File: config.mk
export PLATFORM = sky130hd
export DESIGN_NAME = itc_top
export DESIGN_NICKNAME = d
export VERILOG_FILES = /design/src/itc_pkg.sv /design/src/itc_edge_if.sv /design/src/itc_edge_det.sv /design/src/itc_top.sv
export VERILOG_INCLUDE_DIRS = /design/src /design/src/src
export SDC_FILE = /design/constraint.sdc
export NUM_CORES = 1
export LEC_CHECK = 0
export ABC_AREA = 1
export BUFFER_PORTS_ARGS = -buffer_cell sky130_fd_sc_hd__buf_4
export CAP_MARGIN = 0
export CORE_ASPECT_RATIO = 0.6
export CORE_MARGIN = 3
export CORE_UTILIZATION = 44
export DETAILED_ROUTE_END_ITERATION = 8
export GPL_TIMING_DRIVEN = 1
export PLACE_DENSITY = 0.79
export SLEW_MARGIN = 25
export SYNTH_ARGS = -nofsm -noshare
export SYNTH_HDL_FRONTEND = slang
export SYNTH_SLANG_ARGS = --single-unit
export TNS_END_PERCENT = 20
File: constraint.sdc
create_clock -name clk -period 1.2 [get_ports clk]
set_input_delay 0.06 -clock clk [delete_from_list [all_inputs] [get_ports clk]]
set_output_delay 0.06 -clock clk [all_outputs]
set_load 0.01 [all_outputs]
File: src/itc_map.svh
/*
 * Register offsets, field positions, masks and reset values of the
 * interrupt and trap control block.
 * Assumes byte addresses on a 32-bit Wishbone bus, one word per register.
 */
`ifndef ITC_MAP_SVH
`define ITC_MAP_SVH

// ----------------------------------------------------------------------
// register byte offsets
// ----------------------------------------------------------------------
`define ITC_ADR_CTRL_ONE   8'h00
`define ITC_ADR_CTRL_TWO   8'h04
`define ITC_ADR_FLAGS_ZERO 8'h08

// ----------------------------------------------------------------------
// control one fields
// ----------------------------------------------------------------------
`define ITC_C1_NEST_DIS    15
`define ITC_C1_OVF_A       14
`define ITC_C1_OVF_B       13
`define ITC_C1_CAT_A       12
`define ITC_C1_CAT_B       11
`define ITC_C1_OVF_A_EN    10
`define ITC_C1_OVF_B_EN    9
`define ITC_C1_CAT_EN      8
`define ITC_C1_SHIFT_ERR   7
`define ITC_C1_DIV_ZERO    6
`define ITC_C1_DMA_ERR     5
`define ITC_C1_MATH_ERR    4
`define ITC_C1_ADDR_ERR    3
`define ITC_C1_STACK_ERR   2
`define ITC_C1_OSC_FAIL    1

// ----------------------------------------------------------------------
// control two fields
// ----------------------------------------------------------------------
`define ITC_C2_ALT_TABLE   15
`define ITC_C2_DIS_INSTR   14

// ----------------------------------------------------------------------
// masks and reset values
// ----------------------------------------------------------------------
`define ITC_C1_RD_MASK     16'hFFFE
`define ITC_C2_WR_MASK     16'h8007
`define ITC_C2_RD_MASK     16'hC007
`define ITC_FL_RD_MASK     16'h7FFF
`define ITC_REG_RESET      16'h0000
`define ITC_EXT_COUNT      3

`endif

File: src/itc_pkg.sv
/*
 * Types shared by the interrupt and trap control modules.
 * Assumes itc_map.svh is compiled alongside for the numeric constants.
 */
package itc_pkg;

    // ------------------------------------------------------------------
    // bus handshake states
    // ------------------------------------------------------------------
    typedef enum logic [0:0] {
        ITC_BUS_IDLE = 1'b0,
        ITC_BUS_ACK  = 1'b1
    } itc_bus_st_t;

    typedef logic [15:0] itc_reg_t;

    // ------------------------------------------------------------------
    // whole state of the top module
    // ------------------------------------------------------------------
    typedef struct packed {
        itc_bus_st_t busSt;
        itc_reg_t    rdData;
        itc_reg_t    ctrlOne;
        itc_reg_t    ctrlTwo;
        itc_reg_t    flags;
        logic        mathTrap;
        logic        addrTrap;
        logic        stackTrap;
        logic        oscTrap;
        logic        dmaTrap;
        logic        preemptTake;
        logic [2:1]  extEvent;
    } itc_state_t;

    // ------------------------------------------------------------------
    // state of the external edge detector
    // ------------------------------------------------------------------
    typedef struct packed {
        logic [2:0] prev;
        logic       armed;
    } itc_edge_state_t;

endpackage

File: src/itc_edge_if.sv
/*
 * Carrier between the top module and the external edge detector.
 * Assumes one clock domain; pins arrive synchronous to clk.
 */
interface itc_edge_if;
    logic [2:0] pin;
    logic [2:0] polarity;
    logic [2:0] edgeSeen;

    modport det (
        input  pin,
        input  polarity,
        output edgeSeen
    );
    modport user (
        output pin,
        output polarity,
        input  edgeSeen
    );
endinterface

File: src/itc_edge_det.sv
/*
 * Edge detector for the external interrupt pins with per-pin polarity.
 * Assumes pins are already synchronous to clk; edgeSeen is combinational.
 */
`include "itc_map.svh"

module itc_edge_det (
    input wire logic clk,
    input wire logic rstn,
    itc_edge_if.det  edgeBus
);
    itc_pkg::itc_edge_state_t st_q;
    itc_pkg::itc_edge_state_t st_d;

    // ------------------------------------------------------------------
    // edge detection
    // ------------------------------------------------------------------
    // armed blocks a false edge from the reset value of prev
    always_comb begin
        st_d       = st_q;
        st_d.prev  = edgeBus.pin;
        st_d.armed = 1'b1;
    end

    // polarity 1 catches falling, 0 rising
    assign edgeBus.edgeSeen = {`ITC_EXT_COUNT{st_q.armed}} &
        ((edgeBus.polarity & st_q.prev & ~edgeBus.pin) |
         (~edgeBus.polarity & ~st_q.prev & edgeBus.pin));

    // state register
    always_ff @(posedge clk or negedge rstn) begin
        if (!rstn) begin
            st_q <= '0;
        end else begin
            st_q <= st_d;
        end
    end
endmodule

File: src/itc_top.sv
/*
 * Global interrupt and trap control plus the first interrupt flag
 * register, reached over a classic Wishbone slave.
 * Assumes trap and request inputs are one-cycle pulses synchronous to clk,
 * and that the core reports its in-service state and priority levels.
 */
// Design decisions made here: the address map and the Wishbone slave port.
`include "itc_map.svh"

module itc_top (
    input  wire logic        clk,
    input  wire logic        rstn,
    input  wire logic        wb_cyc_i,
    input  wire logic        wb_stb_i,
    input  wire logic        wb_we_i,
    input  wire logic [7:0]  wb_adr_i,
    input  wire logic [3:0]  wb_sel_i,
    input  wire logic [31:0] wb_dat_i,
    output logic      [31:0] wb_dat_o,
    output logic             wb_ack_o,
    input  wire logic        accAOvfEvt,
    input  wire logic        accBOvfEvt,
    input  wire logic        accACatEvt,
    input  wire logic        accBCatEvt,
    input  wire logic        shiftErrEvt,
    input  wire logic        divZeroEvt,
    input  wire logic        dmaErrEvt,
    input  wire logic        addrErrEvt,
    input  wire logic        stackErrEvt,
    input  wire logic        oscFailEvt,
    input  wire logic        disableInstrActive,
    input  wire logic [14:1] periphReq,
    input  wire logic [2:0]  extPin,
    input  wire logic        pendReq,
    input  wire logic [3:0]  pendLevel,
    input  wire logic [3:0]  cpuLevel,
    input  wire logic        inService,
    output logic             mathTrap,
    output logic             addrTrap,
    output logic             stackTrap,
    output logic             oscTrap,
    output logic             dmaTrap,
    output logic             preemptTake,
    output logic             nestingDisable,
    output logic             levelWriteLock,
    output logic             alternateTableSelect,
    output logic [15:0]      flagsZero,
    output logic [2:1]       extEvent
);
    itc_pkg::itc_state_t st_q;
    itc_pkg::itc_state_t st_d;
    itc_edge_if          edgeBus ();

    logic        reqOn;
    logic        wrCommit;
    logic        wrOne;
    logic        wrTwo;
    logic        wrFlags;
    logic [15:0] laneMask;
    logic [15:0] wrData;
    logic        ovfATake;
    logic        ovfBTake;
    logic        catATake;
    logic        catBTake;
    logic        mathTake;

    // ------------------------------------------------------------------
    // external pin edges
    // ------------------------------------------------------------------
    assign edgeBus.pin      = extPin;
    assign edgeBus.polarity = st_q.ctrlTwo[2:0];

    itc_edge_det edgeUnit (
        .clk     (clk),
        .rstn    (rstn),
        .edgeBus (edgeBus)
    );

    // ------------------------------------------------------------------
    // bus decode
    // ------------------------------------------------------------------
    // write lands at the edge where the master sees ack high
    assign reqOn    = wb_cyc_i && wb_stb_i;
    assign wrCommit = reqOn && wb_we_i && (st_q.busSt == itc_pkg::ITC_BUS_ACK);
    assign wrOne    = wrCommit && (wb_adr_i == `ITC_ADR_CTRL_ONE);
    assign wrTwo    = wrCommit && (wb_adr_i == `ITC_ADR_CTRL_TWO);
    assign wrFlags  = wrCommit && (wb_adr_i == `ITC_ADR_FLAGS_ZERO);
    assign laneMask = {{8{wb_sel_i[1]}}, {8{wb_sel_i[0]}}};
    assign wrData   = wb_dat_i[15:0];

    // ------------------------------------------------------------------
    // trap qualification
    // ------------------------------------------------------------------
    // disabled overflow is dropped here, no flag and no trap
    assign ovfATake = accAOvfEvt && st_q.ctrlOne[`ITC_C1_OVF_A_EN];
    assign ovfBTake = accBOvfEvt && st_q.ctrlOne[`ITC_C1_OVF_B_EN];
    assign catATake = accACatEvt && st_q.ctrlOne[`ITC_C1_CAT_EN];
    assign catBTake = accBCatEvt && st_q.ctrlOne[`ITC_C1_CAT_EN];
    assign mathTake = ovfATake || ovfBTake || catATake || catBTake ||
                      shiftErrEvt || divZeroEvt;

    // ------------------------------------------------------------------
    // next state
    // ------------------------------------------------------------------
    // software write first, hardware sets on top so a set is never lost
    always_comb begin
        st_d = st_q;

        // classic handshake: ack for one cycle, then drop
        case (st_q.busSt)
            itc_pkg::ITC_BUS_IDLE: begin
                if (reqOn) begin
                    st_d.busSt = itc_pkg::ITC_BUS_ACK;
                end
            end
            itc_pkg::ITC_BUS_ACK: begin
                st_d.busSt = itc_pkg::ITC_BUS_IDLE;
            end
            default: begin
                st_d.busSt = itc_pkg::ITC_BUS_IDLE;
            end
        endcase

        // read data prepared with ack; unmapped reads give zero
        st_d.rdData = `ITC_REG_RESET;
        if (reqOn && (st_q.busSt == itc_pkg::ITC_BUS_IDLE)) begin
            case (wb_adr_i)
                `ITC_ADR_CTRL_ONE:   st_d.rdData = st_q.ctrlOne & `ITC_C1_RD_MASK;
                `ITC_ADR_CTRL_TWO:   st_d.rdData = st_q.ctrlTwo & `ITC_C2_RD_MASK;
                `ITC_ADR_FLAGS_ZERO: st_d.rdData = st_q.flags & `ITC_FL_RD_MASK;
                default:             st_d.rdData = `ITC_REG_RESET;
            endcase
        end

        // software writes, per byte lane
        if (wrOne) begin
            st_d.ctrlOne = (st_q.ctrlOne & ~laneMask) | (wrData & laneMask);
        end
        if (wrTwo) begin
            st_d.ctrlTwo = (st_q.ctrlTwo & ~(laneMask & `ITC_C2_WR_MASK)) |
                           (wrData & laneMask & `ITC_C2_WR_MASK);
        end
        if (wrFlags) begin
            st_d.flags = (st_q.flags & ~laneMask) | (wrData & laneMask);
        end
        st_d.ctrlOne = st_d.ctrlOne & `ITC_C1_RD_MASK;
        st_d.flags   = st_d.flags & `ITC_FL_RD_MASK;

        // status bit mirrors the core, never written by software
        st_d.ctrlTwo[`ITC_C2_DIS_INSTR] = disableInstrActive;

        // trap status sets, sticky until cleared by software
        if (ovfATake) st_d.ctrlOne[`ITC_C1_OVF_A]     = 1'b1;
        if (ovfBTake) st_d.ctrlOne[`ITC_C1_OVF_B]     = 1'b1;
        if (catATake) st_d.ctrlOne[`ITC_C1_CAT_A]     = 1'b1;
        if (catBTake) st_d.ctrlOne[`ITC_C1_CAT_B]     = 1'b1;
        if (shiftErrEvt) st_d.ctrlOne[`ITC_C1_SHIFT_ERR] = 1'b1;
        if (divZeroEvt) st_d.ctrlOne[`ITC_C1_DIV_ZERO]   = 1'b1;
        if (dmaErrEvt) st_d.ctrlOne[`ITC_C1_DMA_ERR]     = 1'b1;
        if (mathTake) st_d.ctrlOne[`ITC_C1_MATH_ERR]     = 1'b1;
        if (addrErrEvt) st_d.ctrlOne[`ITC_C1_ADDR_ERR]   = 1'b1;
        if (stackErrEvt) st_d.ctrlOne[`ITC_C1_STACK_ERR] = 1'b1;
        if (oscFailEvt) st_d.ctrlOne[`ITC_C1_OSC_FAIL]   = 1'b1;

        // request flags: source sets, only software clears
        st_d.flags[14:1] = st_d.flags[14:1] | periphReq;
        st_d.flags[0]    = st_d.flags[0] | edgeBus.edgeSeen[0];

        // trap requests to the core, one cycle each
        st_d.mathTrap  = mathTake;
        st_d.addrTrap  = addrErrEvt;
        st_d.stackTrap = stackErrEvt;
        st_d.oscTrap   = oscFailEvt;
        st_d.dmaTrap   = dmaErrEvt;
        st_d.extEvent  = edgeBus.edgeSeen[2:1];

        // preemption only when nesting allowed or nothing in service
        st_d.preemptTake = pendReq && (pendLevel > cpuLevel) &&
            (!st_q.ctrlOne[`ITC_C1_NEST_DIS] || !inService);
    end

    // ------------------------------------------------------------------
    // state register
    // ------------------------------------------------------------------
    // everything clears to zero at power-on
    always_ff @(posedge clk or negedge rstn) begin
        if (!rstn) begin
            st_q <= '0;
        end else begin
            st_q <= st_d;
        end
    end

    // ------------------------------------------------------------------
    // outputs, all straight from flops
    // ------------------------------------------------------------------
    assign wb_dat_o             = {16'h0000, st_q.rdData};
    assign wb_ack_o             = (st_q.busSt == itc_pkg::ITC_BUS_ACK);
    assign mathTrap             = st_q.mathTrap;
    assign addrTrap             = st_q.addrTrap;
    assign stackTrap            = st_q.stackTrap;
    assign oscTrap              = st_q.oscTrap;
    assign dmaTrap              = st_q.dmaTrap;
    assign preemptTake          = st_q.preemptTake;
    assign nestingDisable       = st_q.ctrlOne[`ITC_C1_NEST_DIS];
    // core must refuse priority writes while this is high
    assign levelWriteLock       = st_q.ctrlOne[`ITC_C1_NEST_DIS];
    // vector fetch base chosen by the core from this level
    assign alternateTableSelect = st_q.ctrlTwo[`ITC_C2_ALT_TABLE];
    assign flagsZero            = st_q.flags;
    assign extEvent             = st_q.extEvent;
endmodule

Yosys cells after proc, flatten, opt, wreduce, memory -nomap -nowiden
Index checks and enable logic that the tools add are counted.

storage, ports and cells
  register bits = 75
  word-level logic and storage cells = 100
  bits in latches = 0
  output and inout port bits = 60
  memories = 0
  bits in read-only memories = 0
  input bits = 87
  RAM bits = 0

operators by class
  $add $sub $neg = 0
  eq/ne operators = 2
  muxes and demuxes = 17
  reduce and logical (&&, ||, !) cells = 33
  shifts and indexed selects = 0
  div/mod/pow operators = 0
  bitwise gates (word level) = 21
  multiply operators = 0
  order comparisons = 1

operators by type and width
  cell                  count
  $and A16 B16 Y16      3
  $pmux W16 S3          1
  $not A16 Y16          2
  $or A16 B16 Y16       2
  $mux W15              2
  $reduce_bool A2 Y1    11
  $mux W16              1
  $and A15 B15 Y15      1
  $and A3 B3 Y3         5
  $or A15 B15 Y15       1
  $or A14 B14 Y14       1
  $logic_and A1 B1 Y1   13
  $mux W1               12
  $not A3 Y3            3
  $eq A8 B3 Y1 const B  1
  $eq A8 B4 Y1 const B  1
  $logic_not A8 Y1      1
  $logic_or A1 B1 Y1    6
  $gt A4 B4 Y1          1
  $or A3 B3 Y3          1
  $logic_not A1 Y1      2
  $pmux W1 S2           1
  $not A1 Y1            1
  $or A1 B1 Y1          1

Longest topological paths before layout
  word-level depth = 7
  mapped depth = 8
  depth with buffers taken out = 7

Modules after synthesis
Synthesis repeated with hierarchy kept, for this count alone.

second synthesis, totals
  cell total of the unflattened synthesis = 416
  area total of the unflattened synthesis = 3617.2 µm²

modules (own cells, without submodules)
  module        area an instance (µm²)  cells each  instances
  itc_top       3423.3                  387         1
  itc_edge_det  193.9                   29          1

Worst setup path after synthesis
No wires, ideal clock.

  path type = reg2reg
  start point = register st_q (netlist bit wb_ack_o)
  end point = register st_q (netlist bit flagsZero[10])
  setup time = 0.127 ns
  cell stages (with the launch flop) = 7
  clock period less this slack = 1.213 ns
  data required time = 1.073 ns
  path slack = -0.013 ns
  buffers on the path = 1
  arrival time = 1.086 ns
  cell sequence = dfrtp_1 nand2_1 nor2_4 nand3_4 buf_2 nand2_1 nand3b_1

RTL lines
  element                   line            RTL
  start: declaration        itc_top.sv:50   itc_pkg::itc_state_t st_q;
  start signal: assignment  itc_top.sv:190  st_q <= st_d;

==> flow_summary.json <==
{
  "power_leakage_nw": 2.50,
  "syn_inst": 403,
  "timing.final.crit_share": 1.10,
  "hold_depth": 3,
  "synth.cell_area_um2": 3530,
  "start_util": 0.470,
  "crit_chain": "nand2_2, nor2_4, buf_4, nand3_4, buf_6, nand2_1, nand3b_1",
  "rsz0062_at_grt": "true",
  "yosysTopAreaCellShare": 0.454,
  "synth_area_leaders": "dfrtp_1 45%, buf_4 12%, nand2_1 10%, nand3_1 4.3%, mux2_2 4.1%",
  "fin_nets": 626,
  "violations": "negative setup slack",
  "die_area_um2": 9160,
  "crit_family": "simple AND/OR/NAND/NOR gates",
  "max_cap_violations": 0,
  "tritoncts.num_buffers": 9,
  "dr.pass1.iters": 6,
  "die_w_um": 122,
  "synth-edff-count": 0,
  "wl_per_cell_um": 15.6,
  "place_area_um2": 4270,
  "grt_pass1_vias": 3017,
  "crit_cells": 7,
  "worstHoldPathType": "input pin to register",
  "ff2ff_path_depth": 7,
  "fp.dieH_um": 75.4,
  "avgSynthCellArea_um2": 8.76,
  "drive_gt1_frac": 0.339,
  "area_delta_synth_final_pct": 43.0,
  "seq_area_frac_synth": 0.454,
  "power.density_nw_per_um2": 1100,
  "pin_count": 147,
  "insertion_delay_ps": 330,
  "rows": 24,
  "skew_ps": 6.18,
  "fmax_ghz": 0.755,
  "ff2ff_setup_slack_ps": -120,
  "cts.htree.levels": 3,
  "finalPower_mw": 5.57,
  "outcome": "finished, violations left",
  "fin_area_um2": 5040,
  "synth_most_common_cell": "nand2_1",
  "end_kind": "register",
  "cp_max_fo": 11,
  "grt_pass1_wl_um": 15300,
  "cp_slowest_stage_delay_ps": 390,
  "worst-endpoint-arrival_ps": 1520,
  "synth_common_cells": "96 x nand2_1, 64 x dfrtp_1, 55 x buf_4, 36 x inv_1, 30 x nand3_1",
  "core_area_um2": 7510,
  "clk_pin_slew_worst_paths_ps": 50,
  "route.detailed.drc": 0,
  "cts_root_buf": "clkbuf_16",
  "cts_tree": "yes",
  "cts.sinks": 64,
  "start_kind": "register",
  "final-setup-viol-count": 29,
  "hold_viol": 0,
  "synth_cell_types": 29,
  "path_class": "register to register",
  "r2r_end": "flagsZero[10]",
  "critPathBufInv": 2,
  "n_antenna_cell": 0,
  "period_minus_slack_ps": 1320,
  "maxSlewViolCount": 0,
  "ant_nets": 0,
  "r2r-start": "wb_ack_o",
  "grt_usage": 0.220,
  "antenna_found_initial": 0,
  "drt_wl_total_um": 10000,
  "drtIter0Drc": 259,
  "dp_hpwl_um": 7100,
  "critPathRequiredTime_ps": 1400,
  "ys.warnings.count": 0,
  "slowest_stage": "dfrtp_1",
  "grt_max_degree": 23,
  "synth_top_area_cell": "dfrtp_1",
  "port_buffers": 111,
  "layout_setup_ws_ps": -124,
  "grt_remaining_overflow": 0,
  "gp_congestion": 0.852,
  "hp-start": "wb_dat_i[15]",
  "peakVddDrop_v": 0.00103,
  "ctsLongestPathBuffers": 2,
  "ys_ff_latch": 64,
  "synth_flop_cell": "dfrtp_1",
  "fillers": 595,
  "synthArstFlopShare": 1.00,
  "via_count": 3142,
  "viasPerCell": 4.88
}
-- cell type report --
| cell class | instances | area [um^2] | share of cell area |
|---|---|---|---|
| Sequential cell | 64 | 1600 | 0.317 |
| Timing Repair Buffer | 167 | 1420 | 0.282 |
| Multi-Input combinational cell | 254 | 1420 | 0.281 |
| Clock buffer | 14 | 284 | 0.0563 |
| Inverter | 39 | 154 | 0.0305 |
| Tap cell | 104 | 130 | 0.0258 |
| Clock inverter | 2 | 35.0 | 0.00694 |
-- how the worst max path moves through the flow --
stage | start | to | slack (ps)
floorplan | wb_ack_o | flagsZero[10] | 7
CTS | wb_ack_o | wb_dat_o[0] | -70
finish | wb_ack_o | flagsZero[10] | -120
detailed placement | wb_ack_o | register | -150
global placement | wb_ack_o | register | -100
global route | wb_ack_o | flagsZero[10] | -170
-- cell usage in the layout, fill, tap and decap left out, drive strengths merged --
master and count:
bufinv 1, ha 4, nor2 34, inv 38, dfrtp 64, nand3b 18, nand2 99, o21ai 12
nor3 3, buf 130, nand4 11, dlygate4sd3 37, clkbuf 14, o21a 2, mux2 13, clkinv 2
nand3 33, o2111ai 2, a21oi 5, conb 18
-- where the power goes --
part / switching, mW / internal (mW)
combinational: 0.286 / 0.339
sequential: 0.0124 / 2.19
clock: 0.910 / 1.83
total: 1.21 / 4.36
-- per-stage QoR --
stage | instances | hold slack (ps) | util | setup TNS [ps] | setup slack [ps]
detailed placement | 587 | -19.3 | 0.568 | -2750 | -146
finish | 644 | 16.7 | 0.672 | -1570 | -124
CTS | 642 | 10.7 | 0.665 | -782 | -73.4
global placement | 587 | -20.7 | 0.568 | -1330 | -102
floorplan | 419 | -236 | - | 0 | 6.78
global route | 644 | 29.3 | 0.672 | -3830 | -170
-- worst min-delay path, cell delays in order --
cell and delay, ps:
buf_4 80, inv_1 60, o21ai_2 120
-- timing repair --
item / CTS / global route
setup endpoints to repair: 47 / 50
hold buffers: 37 / 0
buffers inserted: 2 / 1
gates resized for setup: 5 / 5
cloned: 0 / 1
pin swaps: 2 / 1
hold endpoints to repair: 104 / 0
-- cell families (layout without fill, tap and decap cells) --
kind of cell	after synthesis	in the layout	synth area share
AOI/OAI and AO/OA	20	21	0.0401
and+or+nand+nor	198	198	0.272
adders and majority gates	4	4	0.0142
other	2	18	0.00213
buffers and inverters	102	222	0.176
muxes	13	13	0.0415
DFF	64	64	0.454
-- metal layers --
layer | GRT usage | share of wire | vias up
li1 | - | - | 1497
met1 | 0.303 | 0.43 | 1477
met2 | 0.338 | 0.45 | 158
met3 | 0.0794 | 0.11 | 10
met4 | 0.0522 | 0.0084 | 0
met5 | 0 | 0 | -
(Power assumes the default switching activity.)
